## src/verilog/bccs_pkg.sv

```systemverilog
// Package of constants and types for the battery charge control sequencer.
package bccs_pkg;
   // ----------------------------------------------------------------
   // Register byte offsets on the APB slave.
   // ----------------------------------------------------------------
   localparam logic [7:0] LIM_ADDR = 8'h00;
   localparam logic [7:0] CHG_ADDR = 8'h04;
   localparam logic [7:0] TERM_ADDR = 8'h08;
   localparam logic [7:0] APP_ADDR = 8'h0c;
   localparam logic [7:0] SPC_ADDR = 8'h10;
   localparam logic [7:0] STAT_ADDR = 8'h14;
   localparam logic [7:0] EVT_ADDR = 8'h18;
   // ----------------------------------------------------------------
   // Reset values and field positions.
   // ----------------------------------------------------------------
   localparam logic [7:0] LIM_RST = 8'h80;
   localparam logic [7:0] CHG_RST = 8'h00;
   localparam logic [7:0] TERM_RST = 8'h04;
   localparam logic [7:0] APP_RST = 8'h78;
   localparam logic [7:0] SPC_RST = 8'h00;
   localparam int SRC_BIT = 7;
   localparam int DISCHG_BIT = 0;
   localparam int DISRCH_BIT = 1;
   localparam int DISNTC_BIT = 2;
   localparam int SPRIO_BIT = 5;
   // ----------------------------------------------------------------
   // Encodings of limits, charger modes and termination methods.
   // ----------------------------------------------------------------
   localparam logic [2:0] LIM_100MA = 3'h0;
   localparam logic [2:0] LIM_500MA = 3'h1;
   localparam logic [2:0] LIM_1500MA = 3'h3;
   localparam logic [1:0] MODE_HOLD = 2'h0;
   localparam logic [1:0] MODE_TRKL = 2'h1;
   localparam logic [1:0] MODE_CC = 2'h2;
   localparam logic [1:0] MODE_CV = 2'h3;
   localparam logic [1:0] TM_CUR_TIMER = 2'h0;
   localparam logic [1:0] TM_CV_TIMER = 2'h1;
   localparam logic [1:0] TM_CUR = 2'h2;
   localparam logic [1:0] TM_EITHER = 2'h3;
   // ----------------------------------------------------------------
   // Times in their own units and the clock rate.
   // ----------------------------------------------------------------
   localparam int unsigned CLK_HZ = 20000000;
   localparam int unsigned NTC_PERIOD_S = 5;
   localparam int unsigned NTC_MEAS_MS = 16;
   localparam int unsigned MINUTE_S = 60;
   localparam logic [8:0] TRKL_MIN = 9'h01e;
   localparam logic [8:0] TERM_SHORT_MIN = 9'h002;
   localparam logic [8:0] TERM_LONG_MIN = 9'h00a;
   localparam logic [8:0] SAFETY_MIN = 9'h0f0;
   localparam int NUM_IN = 13;
   // ----------------------------------------------------------------
   // Charge sequencer states.
   // ----------------------------------------------------------------
   typedef enum logic [6:0] {
      ST_INIT = 7'h01,
      ST_STBY = 7'h02,
      ST_TRKL = 7'h04,
      ST_CC = 7'h08,
      ST_CV = 7'h10,
      ST_HOLD = 7'h20,
      ST_FAULT = 7'h40
   } bccs_state_t;
endpackage

```

## src/verilog/bccs_sync.sv

```systemverilog
// Two-flop synchroniser bank for the comparator and pin inputs.
`timescale 1ns/100ps
`default_nettype none
module bccs_sync #(
   parameter int W = 1
) (
   input wire logic clk,
   input wire logic reset,
   input wire logic [W-1:0] async_in,
   output logic [W-1:0] sync_out
);
   logic [W-1:0] meta_ff;
   // The first stage feeds only the second stage.
   genvar i;
   generate
      for (i = 0; i < W; i++) begin : g_bit
         always_ff @(posedge clk or posedge reset) begin
            if (reset) begin
               meta_ff[i] <= 1'b0;
               sync_out[i] <= 1'b0;
            end else begin
               meta_ff[i] <= async_in[i];
               sync_out[i] <= meta_ff[i];
            end
         end
      end
   endgenerate
endmodule // bccs_sync
`default_nettype wire

```

## src/verilog/bccs_charger.sv

```systemverilog
// Charge control sequencer with its APB register file.
//
// Register access over APB and the register offsets were decided locally.
`timescale 1ns/100ps
`default_nettype none
// Function
// Source bit picks register code or pin.
// Pin low 500mA, pin high 1.5A.
// 100mA until rail settles, then configured.
// Pre-regulator runs only above lockout.
// Report input supply presence in status.
// Priority 0: low rail stops charging.
// Priority 1: low rail reduces current instead.
// Ideal diode follows rail below battery.
// Trickle charge below threshold, 25mA steps.
// Trickle over half hour sets fault.
// Above threshold, constant current 100mA steps.
// Load first; input limit always applied.
// Float voltage reached moves to CV.
// Termination uses the method field.
// Power-on: below 3.9V charge, else standby.
// Standby recharge below 3.9V, cool, half timers.
// Hot or cold thermistor pauses charging.
// Grounded thermistor disables temperature pausing.
// Full and very hot: discharge to 3.9V.
// Bias only while measuring, 16ms every 5s.
// Method codes: timers, current, or either.
// Completion rising edge sets W1C event.
// Hold then resume interrupted phase.
module bccs_charger import bccs_pkg::*; #(
   parameter int unsigned NTC_PERIOD_CYC = NTC_PERIOD_S * CLK_HZ,
   parameter int unsigned NTC_MEAS_CYC = NTC_MEAS_MS * (CLK_HZ / 1000),
   parameter int unsigned MINUTE_CYC = MINUTE_S * CLK_HZ
) (
   input wire logic clk,
   input wire logic reset,
   input wire logic psel,
   input wire logic penable,
   input wire logic pwrite,
   input wire logic [7:0] paddr,
   input wire logic [31:0] pwdata,
   output logic [31:0] prdata,
   output logic pready,
   output logic pslverr,
   input wire logic limit_select_pin,
   input wire logic input_uvlo_ok,
   input wire logic rail_settled,
   input wire logic system_rail_low,
   input wire logic system_rail_below_bat,
   input wire logic bat_below_trickle,
   input wire logic bat_at_float,
   input wire logic bat_below_recharge,
   input wire logic term_current_reached,
   input wire logic ntc_hot,
   input wire logic ntc_cold,
   input wire logic ntc_grounded,
   input wire logic ntc_discharge_hot,
   output logic prereg_en,
   output logic [2:0] input_limit_sel,
   output logic charge_en,
   output logic charge_reduce,
   output logic [1:0] charge_mode,
   output logic [2:0] trickle_current_code,
   output logic [3:0] target_charge_current,
   output logic [1:0] float_sel,
   output logic diode_switch_on,
   output logic ext_diode_gate_out,
   output logic thermistor_bias_out,
   output logic discharge_en
);
   // ----------------------------------------------------------------
   // Input synchronisers.
   // ----------------------------------------------------------------
   logic [NUM_IN-1:0] s_in;
   bccs_sync #(.W(NUM_IN)) u_sync (
      .clk(clk),
      .reset(reset),
      .async_in({ntc_discharge_hot, ntc_grounded, ntc_cold, ntc_hot,
                 term_current_reached, bat_below_recharge, bat_at_float,
                 bat_below_trickle, system_rail_below_bat, system_rail_low,
                 rail_settled, input_uvlo_ok, limit_select_pin}),
      .sync_out(s_in)
   );
   logic s_pin, s_uvlo, s_settled, s_rail_low, s_below_bat, s_below_trkl;
   logic s_float, s_below_rch, s_term_cur, s_hot, s_cold, s_gnd, s_disch;
   assign {s_disch, s_gnd, s_cold, s_hot, s_term_cur, s_below_rch, s_float,
           s_below_trkl, s_below_bat, s_rail_low, s_settled, s_uvlo,
           s_pin} = s_in;

   // ----------------------------------------------------------------
   // APB register file.
   // ----------------------------------------------------------------
   logic [7:0] lim_cfg_ff, chg_cfg_ff, term_cfg_ff, app_cfg_ff, spc_cfg_ff;
   logic [7:0] nxt_lim_cfg, nxt_chg_cfg, nxt_term_cfg, nxt_app_cfg;
   logic [7:0] nxt_spc_cfg;
   logic evt_ff, nxt_evt, done_dly_ff, nxt_done_dly;
   logic [31:0] nxt_prdata;
   logic nxt_pready, nxt_pslverr, acc, wr, hit;
   logic [13:0] status;
   logic done_ff, fault_ff, timeout_ff, hot_ff, cold_ff, gnd_ff, disch_ff;
   bccs_state_t state_ff;

   assign status = {prereg_en, s_rail_low, done_ff, charge_en, gnd_ff,
                    discharge_en, charge_reduce, timeout_ff, fault_ff,
                    charge_mode, hot_ff, cold_ff, s_uvlo};
   assign hit = (paddr == LIM_ADDR) || (paddr == CHG_ADDR) ||
                (paddr == TERM_ADDR) || (paddr == APP_ADDR) ||
                (paddr == SPC_ADDR) || (paddr == STAT_ADDR) ||
                (paddr == EVT_ADDR);
   // Access is answered one cycle after penable; a write lands with pready.
   assign acc = psel && penable && !pready;
   assign wr = psel && penable && pready && pwrite && hit;

   // Next values of the register file and the bus answer.
   always_comb begin
      nxt_lim_cfg = lim_cfg_ff;
      nxt_chg_cfg = chg_cfg_ff;
      nxt_term_cfg = term_cfg_ff;
      nxt_app_cfg = app_cfg_ff;
      nxt_spc_cfg = spc_cfg_ff;
      nxt_pready = acc;
      nxt_pslverr = acc && !hit;
      nxt_prdata = 32'h0;
      nxt_done_dly = done_ff;
      nxt_evt = evt_ff;
      if (wr) begin
         unique case (paddr)
            LIM_ADDR: nxt_lim_cfg = pwdata[7:0];
            CHG_ADDR: nxt_chg_cfg = pwdata[7:0];
            TERM_ADDR: nxt_term_cfg = pwdata[7:0];
            APP_ADDR: nxt_app_cfg = pwdata[7:0];
            SPC_ADDR: nxt_spc_cfg = pwdata[7:0];
            EVT_ADDR: nxt_evt = evt_ff && !pwdata[0];
            default: nxt_evt = evt_ff;
         endcase
      end
      // A completion edge beats a clear in the same cycle.
      if (done_ff && !done_dly_ff) begin
         nxt_evt = 1'b1;
      end
      if (acc && !pwrite) begin
         unique case (paddr)
            LIM_ADDR: nxt_prdata = {24'h0, lim_cfg_ff};
            CHG_ADDR: nxt_prdata = {24'h0, chg_cfg_ff};
            TERM_ADDR: nxt_prdata = {24'h0, term_cfg_ff};
            APP_ADDR: nxt_prdata = {24'h0, app_cfg_ff};
            SPC_ADDR: nxt_prdata = {24'h0, spc_cfg_ff};
            STAT_ADDR: nxt_prdata = {18'h0, status};
            EVT_ADDR: nxt_prdata = {31'h0, evt_ff};
            default: nxt_prdata = 32'h0;
         endcase
      end
   end

   // Register file and bus answer flops.
   always_ff @(posedge clk or posedge reset) begin
      if (reset) begin
         lim_cfg_ff <= LIM_RST;
         chg_cfg_ff <= CHG_RST;
         term_cfg_ff <= TERM_RST;
         app_cfg_ff <= APP_RST;
         spc_cfg_ff <= SPC_RST;
         evt_ff <= 1'b0;
         done_dly_ff <= 1'b0;
         pready <= 1'b0;
         pslverr <= 1'b0;
         prdata <= 32'h0;
      end else begin
         lim_cfg_ff <= nxt_lim_cfg;
         chg_cfg_ff <= nxt_chg_cfg;
         term_cfg_ff <= nxt_term_cfg;
         app_cfg_ff <= nxt_app_cfg;
         spc_cfg_ff <= nxt_spc_cfg;
         evt_ff <= nxt_evt;
         done_dly_ff <= nxt_done_dly;
         pready <= nxt_pready;
         pslverr <= nxt_pslverr;
         prdata <= nxt_prdata;
      end
   end

   // ----------------------------------------------------------------
   // Thermistor sampling.
   // ----------------------------------------------------------------
   logic [31:0] per_cnt_ff, nxt_per_cnt, meas_cnt_ff, nxt_meas_cnt;
   logic nxt_bias, nxt_hot, nxt_cold, nxt_gnd, nxt_disch, pause;

   // Bias is only on during a window; flags are caught at its end so the
   // divider has settled, at the price of up to 5 s of reaction time.
   always_comb begin
      nxt_per_cnt = per_cnt_ff;
      nxt_meas_cnt = meas_cnt_ff;
      nxt_bias = thermistor_bias_out;
      nxt_hot = hot_ff;
      nxt_cold = cold_ff;
      nxt_gnd = gnd_ff;
      nxt_disch = disch_ff;
      if (!thermistor_bias_out) begin
         nxt_per_cnt = per_cnt_ff + 32'h1;
         if (per_cnt_ff >= NTC_PERIOD_CYC - 1) begin
            nxt_per_cnt = 32'h0;
            nxt_meas_cnt = 32'h0;
            nxt_bias = 1'b1;
         end
      end else begin
         nxt_per_cnt = per_cnt_ff + 32'h1;
         nxt_meas_cnt = meas_cnt_ff + 32'h1;
         if (meas_cnt_ff >= NTC_MEAS_CYC - 1) begin
            nxt_bias = 1'b0;
            nxt_hot = s_hot;
            nxt_cold = s_cold;
            nxt_gnd = s_gnd;
            nxt_disch = s_disch;
         end
      end
   end

   always_ff @(posedge clk or posedge reset) begin
      if (reset) begin
         per_cnt_ff <= 32'h0;
         meas_cnt_ff <= 32'h0;
         thermistor_bias_out <= 1'b0;
         hot_ff <= 1'b0;
         cold_ff <= 1'b0;
         gnd_ff <= 1'b0;
         disch_ff <= 1'b0;
      end else begin
         per_cnt_ff <= nxt_per_cnt;
         meas_cnt_ff <= nxt_meas_cnt;
         thermistor_bias_out <= nxt_bias;
         hot_ff <= nxt_hot;
         cold_ff <= nxt_cold;
         gnd_ff <= nxt_gnd;
         disch_ff <= nxt_disch;
      end
   end

   // Pausing is off when the sense pin is grounded or software masks it.
   assign pause = (hot_ff || cold_ff) && !gnd_ff &&
                  !spc_cfg_ff[DISNTC_BIT];

   // ----------------------------------------------------------------
   // Charge sequencer, timers and outputs.
   // ----------------------------------------------------------------
   bccs_state_t nxt_state, resume_ff, nxt_resume;
   logic [31:0] min_cnt_ff, nxt_min_cnt;
   logic [8:0] phase_min_ff, nxt_phase_min, safe_min_ff, nxt_safe_min;
   logic [8:0] term_lim, safe_lim;
   logic phase_run_ff, nxt_phase_run, half_ff, nxt_half;
   logic nxt_done, nxt_fault, nxt_timeout, block, charging, start, tmr_evt;
   logic [1:0] tmeth, nxt_mode;
   logic [2:0] nxt_lim_sel;

   assign tmeth = term_cfg_ff[1:0];
   assign block = spc_cfg_ff[DISCHG_BIT] || !s_uvlo;
   assign charging = (state_ff == ST_TRKL) || (state_ff == ST_CC) ||
                     (state_ff == ST_CV);
   // A recharge restarts both timers at half their programmed time. R16
   assign term_lim = (9'(term_cfg_ff[6:2]) * ((tmeth == TM_CUR_TIMER) ?
                     TERM_SHORT_MIN : TERM_LONG_MIN)) >> half_ff;
   assign safe_lim = SAFETY_MIN >> half_ff;
   assign tmr_evt = phase_run_ff && (phase_min_ff >= term_lim);

   always_comb begin
      nxt_state = state_ff;
      nxt_resume = resume_ff;
      nxt_done = done_ff;
      nxt_fault = fault_ff;
      nxt_timeout = timeout_ff;
      nxt_half = half_ff;
      nxt_phase_run = phase_run_ff;
      nxt_phase_min = phase_min_ff;
      nxt_safe_min = safe_min_ff;
      start = 1'b0;
      nxt_min_cnt = min_cnt_ff + 32'h1;
      if (min_cnt_ff >= MINUTE_CYC - 1) begin
         nxt_min_cnt = 32'h0;
         nxt_phase_min = phase_min_ff + 9'h1;
         nxt_safe_min = charging ? safe_min_ff + 9'h1 : safe_min_ff;
      end
      unique case (state_ff)
         ST_INIT: begin
            if (!block && s_settled) begin
               if (s_below_rch) begin
                  start = 1'b1;
               end else begin
                  nxt_state = ST_STBY;
               end
            end
         end
         ST_STBY: begin
            // The hot threshold sits at about 40 C, so no hot flag is cool.
            if (!block && s_below_rch && !hot_ff &&
                !spc_cfg_ff[DISRCH_BIT]) begin
               start = 1'b1;
               nxt_half = 1'b1;
            end
         end
         ST_HOLD: begin
            if (block) begin
               nxt_state = ST_INIT;
            end else if (!pause) begin
               nxt_state = resume_ff;
            end
         end
         ST_FAULT: begin
            if (spc_cfg_ff[DISCHG_BIT]) begin
               nxt_state = ST_INIT;
               nxt_fault = 1'b0;
            end
         end
         default: begin
            if (block) begin
               nxt_state = ST_INIT;
            end else if (pause) begin
               nxt_resume = state_ff;
               nxt_state = ST_HOLD;
            end else if (safe_min_ff >= safe_lim) begin
               nxt_state = ST_STBY;
               nxt_timeout = 1'b1;
            end else if (state_ff == ST_TRKL) begin
               if (!s_below_trkl) begin
                  nxt_state = ST_CC;
               end else if (phase_min_ff >= TRKL_MIN) begin
                  nxt_state = ST_FAULT;
                  nxt_fault = 1'b1;
               end
            end else if (state_ff == ST_CC) begin
               if (s_float) begin
                  nxt_state = ST_CV;
                  nxt_phase_min = 9'h0;
                  nxt_phase_run = tmeth[0];
               end
            end else begin
               if (tmeth == TM_CUR_TIMER && s_term_cur && !phase_run_ff) begin
                  nxt_phase_run = 1'b1;
                  nxt_phase_min = 9'h0;
               end
               if (tmr_evt && tmeth != TM_CUR) begin
                  nxt_state = ST_STBY;
                  nxt_timeout = 1'b1;
                  nxt_done = 1'b1;
               end else if (s_term_cur && tmeth[1]) begin
                  nxt_state = ST_STBY;
                  nxt_done = 1'b1;
               end
            end
         end
      endcase
      if (start) begin
         nxt_state = s_below_trkl ? ST_TRKL : ST_CC;
         nxt_phase_min = 9'h0;
         nxt_safe_min = 9'h0;
         nxt_phase_run = 1'b0;
         nxt_done = 1'b0;
         nxt_timeout = 1'b0;
         nxt_half = (state_ff == ST_STBY);
      end
   end

   // Registered outputs, computed from the current state.
   always_comb begin
      if (!s_settled) begin
         nxt_lim_sel = LIM_100MA;
      end else if (lim_cfg_ff[SRC_BIT]) begin
         nxt_lim_sel = lim_cfg_ff[2:0];
      end else begin
         nxt_lim_sel = s_pin ? LIM_1500MA : LIM_500MA;
      end
      unique case (state_ff)
         ST_TRKL: nxt_mode = MODE_TRKL;
         ST_CC: nxt_mode = MODE_CC;
         ST_CV: nxt_mode = MODE_CV;
         default: nxt_mode = MODE_HOLD;
      endcase
   end

   always_ff @(posedge clk or posedge reset) begin
      if (reset) begin
         state_ff <= ST_INIT;
         resume_ff <= ST_CC;
         min_cnt_ff <= 32'h0;
         phase_min_ff <= 9'h0;
         safe_min_ff <= 9'h0;
         phase_run_ff <= 1'b0;
         half_ff <= 1'b0;
         done_ff <= 1'b0;
         fault_ff <= 1'b0;
         timeout_ff <= 1'b0;
         prereg_en <= 1'b0;
         input_limit_sel <= LIM_100MA;
         charge_en <= 1'b0;
         charge_reduce <= 1'b0;
         charge_mode <= MODE_HOLD;
         trickle_current_code <= 3'h0;
         target_charge_current <= 4'h1;
         float_sel <= 2'h0;
         diode_switch_on <= 1'b0;
         ext_diode_gate_out <= 1'b0;
         discharge_en <= 1'b0;
      end else begin
         state_ff <= nxt_state;
         resume_ff <= nxt_resume;
         min_cnt_ff <= nxt_min_cnt;
         phase_min_ff <= nxt_phase_min;
         safe_min_ff <= nxt_safe_min;
         phase_run_ff <= nxt_phase_run;
         half_ff <= nxt_half;
         done_ff <= nxt_done;
         fault_ff <= nxt_fault;
         timeout_ff <= nxt_timeout;
         prereg_en <= s_uvlo;
         input_limit_sel <= nxt_lim_sel;
         charge_en <= charging && !block && !(s_rail_low &&
                      !spc_cfg_ff[SPRIO_BIT]);
         charge_reduce <= charging && !block && s_rail_low &&
                          spc_cfg_ff[SPRIO_BIT];
         charge_mode <= nxt_mode;
         trickle_current_code <= app_cfg_ff[7:5];
         target_charge_current <= (chg_cfg_ff[3:0] == 4'h0) ? 4'h1 :
                                  chg_cfg_ff[3:0];
         float_sel <= chg_cfg_ff[5:4];
         diode_switch_on <= s_below_bat;
         ext_diode_gate_out <= s_below_bat;
         discharge_en <= (state_ff == ST_STBY) && done_ff && disch_ff &&
                         !gnd_ff && !s_below_rch;
      end
   end

   // ----------------------------------------------------------------
   // Assertions.
   // ----------------------------------------------------------------
   a_limit_startup: assert property (@(posedge clk) disable iff (reset)
      !s_settled |=> input_limit_sel == LIM_100MA)
      else $error("Start-up limit not applied.");
   a_limit_from_reg: assert property (@(posedge clk) disable iff (reset)
      s_settled && lim_cfg_ff[SRC_BIT] |=>
      input_limit_sel == $past(lim_cfg_ff[2:0]))
      else $error("Register limit code not applied.");
   a_limit_from_pin: assert property (@(posedge clk) disable iff (reset)
      s_settled && !lim_cfg_ff[SRC_BIT] |=>
      input_limit_sel == ($past(s_pin) ? LIM_1500MA : LIM_500MA))
      else $error("Pin limit not applied.");
   a_prereg_lockout: assert property (@(posedge clk) disable iff (reset)
      !s_uvlo |=> !prereg_en && !charge_en)
      else $error("Pre-regulator ran under lockout.");
   a_rail_low_stop: assert property (@(posedge clk) disable iff (reset)
      s_rail_low && !spc_cfg_ff[SPRIO_BIT] |=> !charge_en)
      else $error("Charging kept on low rail.");
   a_reduce_keeps_on: assert property (@(posedge clk) disable iff (reset)
      charge_reduce |-> charge_en)
      else $error("Reduced charge without charging.");
   a_diode_follow: assert property (@(posedge clk) disable iff (reset)
      s_below_bat |=> diode_switch_on && ext_diode_gate_out)
      else $error("Ideal diode not on.");
   a_trickle_fault: assert property (@(posedge clk) disable iff (reset)
      state_ff == ST_TRKL && !block && !pause && s_below_trkl &&
      safe_min_ff < safe_lim && phase_min_ff >= TRKL_MIN |=>
      state_ff == ST_FAULT && fault_ff)
      else $error("Trickle timeout missed.");
   a_bias_window: assert property (@(posedge clk) disable iff (reset)
      thermistor_bias_out |-> meas_cnt_ff < NTC_MEAS_CYC)
      else $error("Thermistor bias held too long.");
   a_ground_no_pause: assert property (@(posedge clk) disable iff (reset)
      state_ff == ST_CC && gnd_ff && !block && !s_float |=>
      state_ff != ST_HOLD)
      else $error("Paused with grounded thermistor.");
   a_done_event: assert property (@(posedge clk) disable iff (reset)
      done_ff && !done_dly_ff |=> evt_ff)
      else $error("Completion event lost.");
endmodule // bccs_charger
`default_nettype wire

```

## config.mk

```make
export PLATFORM = sky130hd
export DESIGN_NAME = bccs_charger
export DESIGN_NICKNAME = d
export VERILOG_FILES = /design/src/verilog/bccs_pkg.sv /design/src/verilog/bccs_sync.sv /design/src/verilog/bccs_charger.sv
export SDC_FILE = /design/constraint.sdc
export NUM_CORES = 1
export LEC_CHECK = 0
export BUFFER_PORTS_ARGS = -buffer_cell sky130_fd_sc_hd__buf_2
export CORE_MARGIN = 4
export CORE_UTILIZATION = 25
export DETAILED_ROUTE_END_ITERATION = 12
export PLACE_DENSITY = 0.48
export SLEW_MARGIN = 10
export SYNTH_ARGS = -nofsm -noshare
export SYNTH_HDL_FRONTEND = slang
export SYNTH_SLANG_ARGS = --single-unit
export TNS_END_PERCENT = 10
```

## constraint.sdc

```tcl
create_clock -name clk -period 10.3 [get_ports clk]
set_clock_uncertainty 0.1 [all_clocks]
set_input_delay 3.09 -clock clk [delete_from_list [all_inputs] [get_ports clk]]
set_output_delay 3.09 -clock clk [all_outputs]
set_load 0.05 [all_outputs]
```

* After elaboration in Yosys (flattened, before gate mapping)
Index checks and enable logic that the tools add are counted.
** Word-level totals
- Bits in registers :: 259
- Input bits :: 58
- Output and inout port bits :: 55
- Word-level logic and storage cells :: 292
** Operators by class
- Add/subtract/negate cells :: 5
- Multipliers :: 1
- Order comparisons :: 6
- Equal/unequal tests :: 33
- Shift-type cells :: 2
- Multiplexer cells :: 91
- Bitwise gates (word level) :: 3
- Reduce and logical (&&, ||, !) cells :: 88
** Operator list (count)
- $mux W32 :: 5
- $mux W9 :: 13
- $mux W7 :: 16
- $pmux W14 S7 :: 1
- $add A32 B1 Y32 const B :: 3
- $mux W1 :: 45
- $ge A32 B19 Y1 const B :: 1
- $ge A32 B27 Y1 const B :: 1
- $ge A32 B31 Y1 const B :: 1
- $logic_and A1 B1 Y1 :: 29
- $pmux W7 S4 :: 1
- $eq A8 B5 Y1 const B :: 3
- $reduce_and A7 Y1 :: 3
- $reduce_and A2 Y1 :: 10
- $reduce_bool A2 Y1 :: 10
- $add A9 B1 Y9 const B :: 2
- $ge A9 B9 Y1 :: 2
- $eq A8 B4 Y1 const B :: 2
- $logic_not A1 Y1 :: 15
- $ne A3 B3 Y1 const B :: 5
- $mux W14 :: 1
- $mux W4 :: 3
- $ne A2 B1 Y1 const B :: 6
- $ne A2 B2 Y1 const B :: 6
- 30 further kinds :: 45

* Depth between registers and ports, before layout
Gate-level depths: netlist (run 1).
- Depth in word-level cells :: 15
- Mapped depth :: 17
- Mapped depth without buffers :: 17

* Modules after synthesis
From an unflattened synthesis (run 1), not the netlist that was laid out.
** Unflattened totals
- Cell total of the unflattened synthesis :: 1078
- Area total of the unflattened synthesis :: 11623.6 um^2
** Modules (own cells, without submodules)
- bccs_charger :: instances 1, cells each 1051, area an instance 10969.3 um^2, seq. area each 5391.4 um^2
- bccs_sync :: instances 1, cells each 27, area an instance 654.4 um^2, seq. area each 650.6 um^2

* Worst setup path before layout (run 1)
Ideal clock, no wire load.
- Kind :: input port to flip-flop
- From :: input port paddr[5]
- To :: register term_cfg_ff[0]
- Library setup time :: 0.125 ns
- Arrival time :: 5.085 ns
- Data required time :: 10.075 ns
- Path slack :: 4.990 ns
- Stages :: 6
- Buffers on the path :: 2
- Path through :: nor4_1 > and3_1 > clkbuf_1 > nor2b_1 > clkbuf_1 > mux2_2
** On the way
- Word-level cells in the longest chain between the ends :: 9
- Elaborated cells on any way between the ends :: 15
- Classes of those cells :: eq/ne (6); reduce/logical (9)
** RTL lines
- start: declaration :: line bccs_charger.sv:40 : input wire logic [7:0] paddr,
- $eq A8 B3 Y1 or $logic_not A8 Y1 (tied branches) :: line bccs_charger.sv:106 : assign hit = (paddr == LIM_ADDR) || (paddr == CHG_ADDR) ||
- $logic_or A1 B1 Y1 (2 in series) :: line bccs_charger.sv:106
- $logic_or A1 B1 Y1 (2 in series) :: line bccs_charger.sv:107 : (paddr == TERM_ADDR) || (paddr == APP_ADDR) ||
- $logic_or A1 B1 Y1 (2 in series) :: line bccs_charger.sv:108 : (paddr == SPC_ADDR) || (paddr == STAT_ADDR) ||
- $logic_and A1 B1 Y1 :: line bccs_charger.sv:112 : assign wr = psel && penable && pready && pwrite && hit;
- $reduce_and A2 Y1 (no source line) (*)
- end signal: assignment :: line bccs_charger.sv:171 : term_cfg_ff <= nxt_term_cfg;
- end: declaration :: line bccs_charger.sv:93 : logic [7:0] lim_cfg_ff, chg_cfg_ff, term_cfg_ff, app_cfg_ff, spc_cfg_ff;
Mark *: on every way between the ends. The rest lies on a longest branch, timed or not.
A chain may end at the register's enable or synchronous reset.

* Worst setup path in the final report (run 1)
- From :: input port paddr[5]
- To :: register app_cfg_ff[0]
** On the way
- Word-level cells in the longest chain between the ends :: 9
- Elaborated cells on any way between the ends :: 15
- Classes of those cells :: eq/ne (6); reduce/logical (9)
** RTL lines
- $eq A8 B3 Y1 or $logic_not A8 Y1 (tied branches) :: line bccs_charger.sv:106
- $logic_or A1 B1 Y1 (2 in series) :: line bccs_charger.sv:106
- $logic_or A1 B1 Y1 (2 in series) :: line bccs_charger.sv:107
- $logic_or A1 B1 Y1 (2 in series) :: line bccs_charger.sv:108
- $logic_and A1 B1 Y1 :: line bccs_charger.sv:112
- $reduce_and A2 Y1 (no source line) (*)
- end signal: assignment :: line bccs_charger.sv:172 : app_cfg_ff <= nxt_app_cfg;
- end: declaration :: line bccs_charger.sv:93
Marks and branches as above.

==> results of run 1 <==
[state kept, by name, indices dropped and copies added (netlist names), 3 cells and up]
name	count
u_sync.sync_out	13
u_sync.meta_ff	13
state_ff	7
lim_cfg_ff	8
trickle_current_code	3
spc_cfg_ff	8
phase_min_ff	9
resume_ff	7
safe_min_ff	9
target_charge_current	4
chg_cfg_ff	8
per_cnt_ff	32
prdata	14
term_cfg_ff	8
min_cnt_ff	32
input_limit_sel	3
app_cfg_ff	8
meas_cnt_ff	32
[layer usage]
layer	up-vias	GRT usage, %	part of all wire (%)
li1	4020	-	-
met4	0	3.40	2.3
met2	135	16.7	45
met5	-	0	0
met1	4008	14.9	48
met3	39	1.97	4.2
[layout by cell type (no fill, tap or decap), drive strengths merged, types with 23 or more instances in the layout]
| master | instances |
|---|---|
| xor2 | 46 |
| clkbuf | 39 |
| inv | 28 |
| xnor2 | 29 |
| ha | 26 |
| and2 | 24 |
| nor3 | 33 |
| mux2 | 53 |
| nand3 | 64 |
| nand4 | 23 |
| buf | 79 |
| nand2 | 73 |
| nor2 | 109 |
| o21ai | 43 |
| dfrtp | 232 |
[synth_stat cells (9+ instances only)]
cell / count / area share [%]
xor2_1: 46 / 3.5
dfstp_2: 9 / 2.1
buf_4: 19 / 1.2
clkbuf_1: 31 / 1.0
ha_1: 26 / 2.8
and3_1: 21 / 1.1
nand2_1: 73 / 2.4
inv_1: 27 / 0.88
and4_1: 13 / 0.99
nor4_1: 17 / 0.92
nor2b_1: 11 / 0.60
mux2_2: 53 / 5.2
o21ai_0: 43 / 1.9
xnor2_1: 29 / 2.2
a22oi_1: 21 / 1.4
nor3_1: 33 / 1.4
a21oi_1: 22 / 0.96
o211ai_1: 14 / 0.91
nand3_1: 64 / 2.8
nor2_1: 109 / 3.6
mux2i_1: 12 / 1.0
nand4_1: 23 / 1.3
and2_1: 24 / 1.3
dfrtp_1: 232 / 50
[report_power, final]
part	internal (W)	switching [W]
combinational	0.000108	0.000188
sequential	0.000987	0.0000640
clock	0.000652	0.000425
total	0.00175	0.000677
[through the flow]
stage	util, %	std cells	setup slack, ns	power [W]	cell area, um^2
after floorplan	-	1107	0.508	0.00128	11600
after global placement	27.4	1731	4.63	0.00136	12500
after detailed placement	27.4	1731	4.63	0.00137	12500
after CTS	29.7	1784	5.23	0.00247	13500
after global routing	29.7	1784	4.90	0.00255	13500
final	29.7	1784	5.20	0.00242	13500
[path summary, 6_finish.rpt]
kind,from,to,depth (start not counted)
setup reg to reg,term_cfg_ff[0],state_ff[4],17
hold / removal,u_sync.meta_ff[5],u_sync.sync_out[5],0
hold reg to reg,u_sync.meta_ff[5],u_sync.sync_out[5],0
min in group asynchronous,reset,min_cnt_ff[21],2
max in group asynchronous,reset,safe_min_ff[1],3
setup / recovery,paddr[5],app_cfg_ff[0],6
[layout make-up]
type,count,area [um^2],share of cell area [%]
sequential,241,6040,44.8
tap,600,751,5.56
multi-input combinational,784,5150,38.2
inverter,27,109,0.807
timing repair buffer,79,418,3.10
clock buffer,39,843,6.25
clock inverter,14,179,1.33
[cells by family after synthesis]
logic type	Yosys count
adders and majority gates	27
DFF	241
AOI/OAI and AO/OA	163
xor gates and xnor gates	75
muxes	65
buffers and inverters	82
other	1
and+or+nand+nor	435
==> results.json, run 1 <==
{
  "status": "completed",
  "drtPass1Iterations": 4,
  "cts_tree": "yes",
  "ant_nets": 0,
  "hp-class": "reg2reg",
  "worstSetupPathType": "in2reg",
  "ir_drop_uv": 135,
  "overflow": 0,
  "cp.required_ns": 10.66,
  "htree_levels": 1,
  "rows": 78,
  "grtUsageTotal_pct": 10.6,
  "finalCritPeriodShare_pct": 49.5,
  "cap_violations": 0,
  "die-width_um": 223,
  "layout-drive-gt1-share_pct": 17.5,
  "cts_num_sinks": 241,
  "fillCellCount": 4757,
  "path_clk_slew_ns": 0.06,
  "slew_violations": 0,
  "rsz0062_at_grt": "false",
  "cts-root-buf": "clkbuf_16",
  "antennaDiodeCount": 0,
  "initial_utilization_pct": 25.3,
  "arrival_ns": 5.45,
  "synth_fa_ha_area_share_pct": 3.00,
  "holdWs_ns": 0.237,
  "hold_viol": 0,
  "avgSynthCellArea_um2": 10.6,
  "tightestPinTransition_ns": 1.08,
  "grt_max_degree": 129,
  "ys_async_sr_fraction_pct": 100,
  "yosysSeqAreaShare_pct": 52.5,
  "synthCells": 1089,
  "slowest_stage": "nor2b_1",
  "antenna_found_initial": 1,
  "ctsResizeCount": 0,
  "cellPowerDensity_nw_per_um2": 180,
  "first_iter_violations": 515,
  "synth_edf_count": 0,
  "worst-path-buf-inv": 1,
  "ios": 113,
  "ys_ff_latch": 241,
  "yosysWarnings": 0,
  "die_h_um": 223,
  "synth_xor_area_share_pct": 5.71,
  "wl_per_cell_um": 15.0,
  "fin_crit_ns": 5.10,
  "synth_cell_type_count": 65,
  "ys.flop_type": "dfrtp_1",
  "mappedNetlistArea_um2": 11500,
  "cts_hold_buf": 0,
  "slew_headroom_pct": 27.0,
  "synth-simple-area-share_pct": 19.4,
  "finalSetupViolations": 0,
  "synthMuxAreaShare_pct": 6.23,
  "end_kind": "flip-flop",
  "syn2layout_area_growth_pct": 17.3,
  "fin_tns_setup_ns": 0,
  "grt_pass1_wl_um": 44400,
  "startpoint_type": "primary input",
  "dp_hpwl_um": 18200,
  "max_freq_ghz": 0.196,
  "cp_cell_sequence": "buf_2 -> nor3_1 -> nand2b_1 -> nor2_1 -> nor2b_1 -> mux2_2",
  "critPathMaxFanout": 8,
  "core_area_um2": 45500,
  "cts_setup_buffers": 0,
  "place.gp.congestion": 0.784,
  "viasPerCell": 4.60,
  "portBuffers": 70,
  "synth_compound_area_share_pct": 9.70,
  "power.leakage_nw": 6.10,
  "cp_top_family": "simple AND/OR/NAND/NOR gates",
  "clock_path_buffers": 3,
  "route.detailed.drc": 0,
  "slowest_delay_ns": 0.76,
  "dieArea_um2": 49500,
  "cts_buffers": 29,
  "clk_latency_ns": 0.57,
  "nets": 1247,
  "totalWireLength_um": 26800,
  "r2r_slack_ns": 5.26,
  "synth_top_family_by_area": "simple AND/OR/NAND/NOR gates",
  "vias": 8202,
  "grt_pass1_vias": 8146
}
Note: power is estimated with default switching activity, not from simulation.
==> inputs of run 2 (changes only) <==
==> constraint.sdc (replaced) <==
create_clock -name clk -period 4.2 [get_ports clk]
set_clock_uncertainty 0.1 [all_clocks]
set_input_delay 1.26 -clock clk [delete_from_list [all_inputs] [get_ports clk]]
set_output_delay 1.26 -clock clk [all_outputs]
set_load 0.05 [all_outputs]
==> run 2 against run 1 <==
Compared with the run above: power increased to 2.5 times the previous value; critical path type is now reg2reg; wire length increased by 0.20%; sequential share of layout area decreased by 0.93 points; sequential cell count unchanged; final cell count increased by 1.1%; count of clock-buffer cells in the layout unchanged; sequential power increased by 150%.
==> results.json, run 2 (same netlist as run 1, synthesis figures left out) <==
{
  "status": "completed",
  "wl_met3_um": 1020,
  "cts_num_sinks": 241,
  "nets": 1265,
  "ant_nets": 0,
  "startpoint_type": "flip-flop",
  "final_area_um2": 13800,
  "place_area_um2": 12600,
  "dp_hpwl_um": 18700,
  "holdCritStartpoint": "u_sync.meta_ff[7]",
  "top_regs": "meas_cnt_ff (32), min_cnt_ff (32), per_cnt_ff (32)",
  "hp-class": "reg2reg",
  "route.detailed.drc": 0,
  "tightestPinTransition_ns": 0.821,
  "htree_levels": 1,
  "ir_drop_uv": 300,
  "vias": 8314,
  "layout-drive-gt1-share_pct": 19.6,
  "totalWireLength_um": 26800,
  "clock_path_buffers": 3,
  "grt_max_degree": 86,
  "fillCellCount": 4706,
  "ios": 113,
  "grtUsageTotal_pct": 10.6,
  "cp_cell_sequence": "nor2_2 -> nor2b_1 -> ha_1 -> ha_4 -> ha_4 -> inv_2 -> fa_2 -> xor2_2 -> nor2_1 -> a21oi_1 -> ha_1 -> and2_4 -> a221oi_4 -> o211a_1 -> o21ai_2 -> o41ai_2 -> buf_4 -> mux2_4",
  "core_area_um2": 45500,
  "place.gp.congestion": 0.788,
  "critPathMaxFanout": 6,
  "initial_utilization_pct": 25.3,
  "wl_per_cell_um": 14.9,
  "layout_commonest_cell": "dfrtp_1",
  "die_h_um": 223,
  "slowest_stage": "dfrtp_1",
  "cellPowerDensity_nw_per_um2": 445,
  "end_kind": "flip-flop",
  "slew_headroom_pct": 44.8,
  "worstRegToRegCells": 18,
  "holdWs_ns": 0.228,
  "cts_buffers": 29,
  "finalCritPeriodShare_pct": 98.1,
  "cts_tree": "yes",
  "antennaDiodeCount": 0,
  "grt_pass1_wl_um": 44400,
  "multiInputGateArea_um2": 5220,
  "grt_pass1_vias": 8306,
  "power.leakage_nw": 6.24,
  "path_clk_slew_ns": 0.06,
  "arrival_ns": 4.45,
  "slew_violations": 0,
  "worstSetupPathType": "reg2reg",
  "worstReg2RegStart": "term_cfg_ff[0]",
  "max_freq_ghz": 0.243,
  "reg2reg_to": "state_ff[5]",
  "rsz0062_at_grt": "true",
  "clk_latency_ns": 0.56,
  "viasPerCell": 4.61,
  "antenna_found_initial": 0,
  "hold_viol": 0,
  "cts_hold_buf": 0,
  "final_cell_mix": "dfrtp_1 (232), nor2_1 (108), nand2_1 (73)",
  "cts-root-buf": "clkbuf_16",
  "cap_violations": 0,
  "rows": 78,
  "overflow": 0,
  "finalSetupViolations": 0,
  "routed.top_layer": "met4",
  "first_iter_violations": 438,
  "dieArea_um2": 49500,
  "die-width_um": 223,
  "hold_path_end": "u_sync.sync_out[7]",
  "syn2layout_area_growth_pct": 19.8,
  "fin_crit_ns": 4.12,
  "r2r_slack_ns": 0.08,
  "drtPass1Iterations": 4,
  "portBuffers": 70,
  "regArea_um2": 6040,
  "slowest_delay_ns": 0.38,
  "drt-met1-wl_um": 12800,
  "cp.required_ns": 4.53,
  "wl_met2_um": 12400,
  "whs_path_depth": 0
}
run 2: changes by cell type in the layout (fill, tap and decap cells not counted), moves of 2 or more:
cell / delta
ha_4: +2
inv_6: +3
mux2_4: +4
clkinvlp_4: +2
mux2_2: -4
o21ai_0: -2
bufinv_16: +2
clkinv_4: -4
buf_12: +3
buf_4: +15
ha_1: -2
run 2: how the worst max path moves through the flow:
stage / slack (ns) / cells after the start / to / start
floorplan: -0.31 / 1 / app_cfg_ff[0] / reset
global placement: 0.01 / 18 / state_ff[5] / term_cfg_ff[1]
detailed placement: -0.13 / 18 / state_ff[1] / term_cfg_ff[1]
CTS: 0.02 / 18 / state_ff[5] / term_cfg_ff[1]
global route: -0.07 / 18 / state_ff[5] / term_cfg_ff[0]
finish: 0.08 / 18 / state_ff[5] / term_cfg_ff[0]
run 2: report_power, final:
| part | internal, W | switching (W) | leakage (nW) |
|---|---|---|---|
| clock network | 0.00172 | 0.00102 | 0.527 |
| logic | 0.000325 | 0.000474 | 2.50 |
| registers | 0.00242 | 0.000163 | 3.21 |
| total | 0.00447 | 0.00166 | 6.24 |
run 2: critical path, delay by kind of cell, from the launching register on:
family                     cells  cell delay, ns
adders and majority gates      5            1.43
AOI/OAI and AO/OA              5            0.89
and+or+nand+nor                4            0.45
DFF                            1            0.38
muxes                          1            0.31
buffers and inverters          2            0.27
xor gates and xnor gates       1            0.16
run 2: cell type report:
| cell class | instances | share of cell area [%] |
|---|---|---|
| well taps | 600 | 5.45 |
| clock inverters | 15 | 1.63 |
| inverters | 27 | 0.763 |
| multi-input cells | 784 | 37.9 |
| flip-flops and latches | 241 | 43.8 |
| clock buffers | 39 | 6.12 |
| repair buffers | 97 | 4.29 |
run 2: metal layers:
| layer | vias up | GRT usage [%] |
|---|---|---|
| li1 | 4057 | - |
| met1 | 4081 | 15.0 |
| met2 | 137 | 16.8 |
| met3 | 39 | 1.93 |
| met4 | 0 | 2.94 |
| met5 | - | 0 |
run 2: per-stage QoR:
step | worst slack (ns) | power (W) | TNS [ns] | cells | util [%]
final | 0.0800 | 0.00613 | 0 | 1803 | 30.3
after global routing | -0.0706 | 0.00642 | -0.246 | 1803 | 30.3
after CTS | 0.0217 | 0.00622 | 0 | 1803 | 30.1
after detailed placement | -0.126 | 0.00340 | -0.507 | 1748 | 27.8
after global placement | 0.0130 | 0.00339 | 0 | 1748 | 27.8
after floorplan | -0.314 | 0.00314 | -73.08 | 1107 | -
run 2: repair_timing:
| item | CTS | global route |
|---|---|---|
| endpoints found under the hold margin | 0 | 0 |
| setup endpoints to repair | 5 | 7 |
| pin swaps | 2 | 11 |
| setup buffers | 1 | 0 |
| gates resized for setup | 3 | 15 |
==> inputs of run 3 (changes only) <==
--- a/config.mk
+++ b/config.mk
@@ -6,12 +6,15 @@
 export NUM_CORES = 1
 export LEC_CHECK = 0
 export BUFFER_PORTS_ARGS = -buffer_cell sky130_fd_sc_hd__buf_2
+export CELL_PAD_IN_SITES_DETAIL_PLACEMENT = 0
+export CELL_PAD_IN_SITES_GLOBAL_PLACEMENT = 2
 export CORE_MARGIN = 4
 export CORE_UTILIZATION = 25
 export DETAILED_ROUTE_END_ITERATION = 12
-export PLACE_DENSITY = 0.48
+export PLACE_DENSITY = 0.63
 export SLEW_MARGIN = 10
 export SYNTH_ARGS = -nofsm -noshare
 export SYNTH_HDL_FRONTEND = slang
+export SYNTH_HIERARCHICAL = 1
 export SYNTH_SLANG_ARGS = --single-unit
 export TNS_END_PERCENT = 10
==> run 3 against run 2 <==
Compared with the run above: critical path depth unchanged; sequential share of layout area grew 0.48 points; synthesized cell count shrank 1.0%; global-route usage rose by 0.34 points; area after synthesis increased by 1.0%; sequential cell count unchanged; final cell count down 1.0%; setup slack improved by 0.15 ns; core utilization decreased by 0.45 points; wire length is 4.2% higher.
==> results.json, run 3 <==
{
  "wl_per_cell_um": 15.7,
  "grt_max_degree": 73,
  "yosysSeqAreaShare_pct": 52.0,
  "slew_violations": 0,
  "ys.flop_type": "dfrtp_1",
  "synth_top_cell_area_share_pct": 49.9,
  "cts-root-buf": "clkbuf_16",
  "synthTopCellsByCount": "dfrtp_1 (232), nor2_1 (126), nand2_1 (74)",
  "cts_buffers": 28,
  "max_freq_ghz": 0.252,
  "synth_area_leaders": "dfrtp_1 (50%), mux2_2 (5.3%), nor2_1 (4.1%), xor2_1 (4.0%), nand3_1 (3.0%)",
  "slowest_delay_ns": 0.40,
  "clock_path_buffers": 3,
  "cp.required_ns": 4.57,
  "arrival_ns": 4.33,
  "ant_nets": 0,
  "hp-class": "reg2reg",
  "p_comb_share_pct": 16.3,
  "nets": 1248,
  "power.leakage_nw": 6.20,
  "cp_top_family": "adder cells",
  "fillCellCount": 4798,
  "finalPower_w": 0.00601,
  "place_area_um2": 12700,
  "grt.met1_usage_pct": 15.7,
  "overflow": 0,
  "mappedNetlistArea_um2": 11600,
  "power.share.clock_pct": 40.8,
  "worstRegToRegCells": 18,
  "cts_tree": "yes",
  "die_h_um": 224,
  "cpMostUsedCell": "ha_1",
  "cp_cell_sequence": "nor2_2 -> nor2b_1 -> ha_1 -> ha_1 -> ha_1 -> inv_1 -> fa_1 -> xor2_2 -> nor2_1 -> a21oi_1 -> ha_1 -> nand3_1 -> o31ai_2 -> a221oi_2 -> buf_4 -> a211oi_4 -> buf_4 -> mux2i_1",
  "layout-drive-gt1-share_pct": 20.4,
  "initial_utilization_pct": 25.4,
  "slowest_stage": "fa_1",
  "cts_hold_buf": 0,
  "ys_ff_latch": 241,
  "dieArea_um2": 50000,
  "fin_tns_setup_ns": 0,
  "ir_drop_uv": 293,
  "dp_hpwl_um": 19400,
  "p_int_w": 0.00431,
  "startpoint_type": "flip-flop",
  "syn2layout_area_growth_pct": 17.3,
  "cellPowerDensity_nw_per_um2": 441,
  "swShare_pct": 28.3,
  "antenna_found_initial": 2,
  "vias": 8051,
  "synth_top_area_cell": "dfrtp_1",
  "cap_violations": 0,
  "clk_latency_ns": 0.54,
  "ys_async_sr_fraction_pct": 100,
  "holdWs_ns": 0.245,
  "status": "completed",
  "synth_edf_count": 0,
  "path_clk_slew_ns": 0.06,
  "hold_viol": 0,
  "cts_num_sinks": 241,
  "layout_commonest_cell": "dfrtp_1",
  "grt_use_met3_pct": 1.91,
  "busiest_layer": "met2",
  "viasPerCell": 4.51,
  "portBuffers": 70,
  "route.detailed.drc": 0,
  "htree_levels": 1,
  "yosysWarnings": 6,
  "fin_crit_ns": 3.97,
  "top_regs": "meas_cnt_ff (32), min_cnt_ff (32), per_cnt_ff (32)",
  "slew_headroom_pct": 43.4,
  "final_area_um2": 13600,
  "synthCells": 1078,
  "grt_use_met2_pct": 17.3,
  "whs_path_depth": 0,
  "seqPwrFrac_pct": 42.9,
  "finalSetupViolations": 0,
  "end_kind": "flip-flop",
  "worstSetupPathType": "reg2reg",
  "worst-path-buf-inv": 3,
  "cp_num_cells": 18,
  "p_sw_w": 0.00170,
  "die-width_um": 224,
  "grt_pass1_wl_um": 45400,
  "first_iter_violations": 406,
  "r2r_slack_ns": 0.23,
  "core_area_um2": 45700,
  "critPathMaxFanout": 5,
  "tightestPinTransition_ns": 0.841,
  "final_cell_mix": "dfrtp_1 (232), nor2_1 (125), nand2_1 (74)",
  "totalWireLength_um": 27900,
  "ios": 113,
  "drtPass1Iterations": 4,
  "avgSynthCellArea_um2": 10.8,
  "place.gp.congestion": 0.744,
  "grtUsageTotal_pct": 11.0,
  "synth.most_common_cell": "dfrtp_1",
  "grt_pass1_vias": 8159,
  "finalCritPeriodShare_pct": 94.4,
  "synth_cell_type_count": 81,
  "rows": 78
}
==> run 3: changes by cell type after synthesis, sizes merged, moves of 8 or more <==
cell     before  now
clkbuf       31   18
buf          24   38
nor2        109  127
o2111ai       0    8
a22oi        21    7
and2         24   12
nor3         33   20
==> run 3: final cells by class <==
cell class                 count  area (um^2)  share of cell area [%]
timing repair buffer          93          561                    4.11
sequential                   241         6040                    44.3
clock inverter                 6         83.8                   0.615
clock buffer                  44          842                    6.18
multi-input combinational    773         5250                    38.5
inverter                      26          101                   0.743
antenna                        2         5.00                  0.0367
tap                          600          751                    5.51
==> run 3: worst paths after layout <==
kind	start	end
min in group asynchronous	reset	meas_cnt_ff[6]
min	u_sync/meta_ff[10]	u_sync/sync_out[10]
max in group asynchronous	reset	safe_min_ff[6]
max	term_cfg_ff[1]	state_ff[0]
min reg2reg	u_sync/meta_ff[10]	u_sync/sync_out[10]
max reg2reg	term_cfg_ff[1]	state_ff[0]
==> run 3: repair_timing <==
action	4_1_cts	5_1_grt
buffers inserted	0	2
resized for setup	0	5
endpoints found under the setup margin	0	7
==> run 3: worst register-to-register path: stages, from the launching register on <==
cell	delay, ns
dfrtp_1	0.39
nor2_2	0.15
nor2b_1	0.06
ha_1	0.28
ha_1	0.28
ha_1	0.16
inv_1	0.06
fa_1	0.40
xor2_2	0.16
nor2_1	0.09
a21oi_1	0.06
ha_1	0.35
nand3_1	0.13
o31ai_2	0.22
a221oi_2	0.10
buf_4	0.16
a211oi_4	0.36
buf_4	0.20
mux2i_1	0.19
==> run 3: through the flow <==
step                      worst slack [ns]  util (%)  instances
after floorplan                     0.0492         -       1096
after global placement               0.143      27.7       1731
after detailed placement            0.0929      27.7       1731
after CTS                           0.0735      29.7       1781
after global routing              -0.00313      29.8       1785
final                                0.234      29.8       1785
==> run 3: power groups by stage <==
stage               combinational, W  clock, W  sequential, W
finish                      0.000982   0.00245        0.00258
global route                 0.00110   0.00264        0.00260
CTS                         0.000968   0.00254        0.00258
detailed placement          0.000965         0        0.00262
global placement            0.000958         0        0.00262
floorplan                   0.000786         0        0.00255
==> run 3: kinds of logic (layout without fill, tap and decap cells) <==
logic type	count (synthesis)	count (layout)	share of synthesized area (%)
simple gates	427	427	18.7
flops	241	241	52.0
compound gates	142	142	8.45
xor+xnor	82	82	6.18
buf+inv	82	169	3.75
mux	76	76	7.98
fa+ha+maj	27	27	2.97
other cells	1	21	0.0323
==> run 3: metal layers <==
metal  vias up  wire (um)
li1       3971          -
met5         -          0
met3        38        758
met4         0        529
met1      3975      13700
met2        67      13000
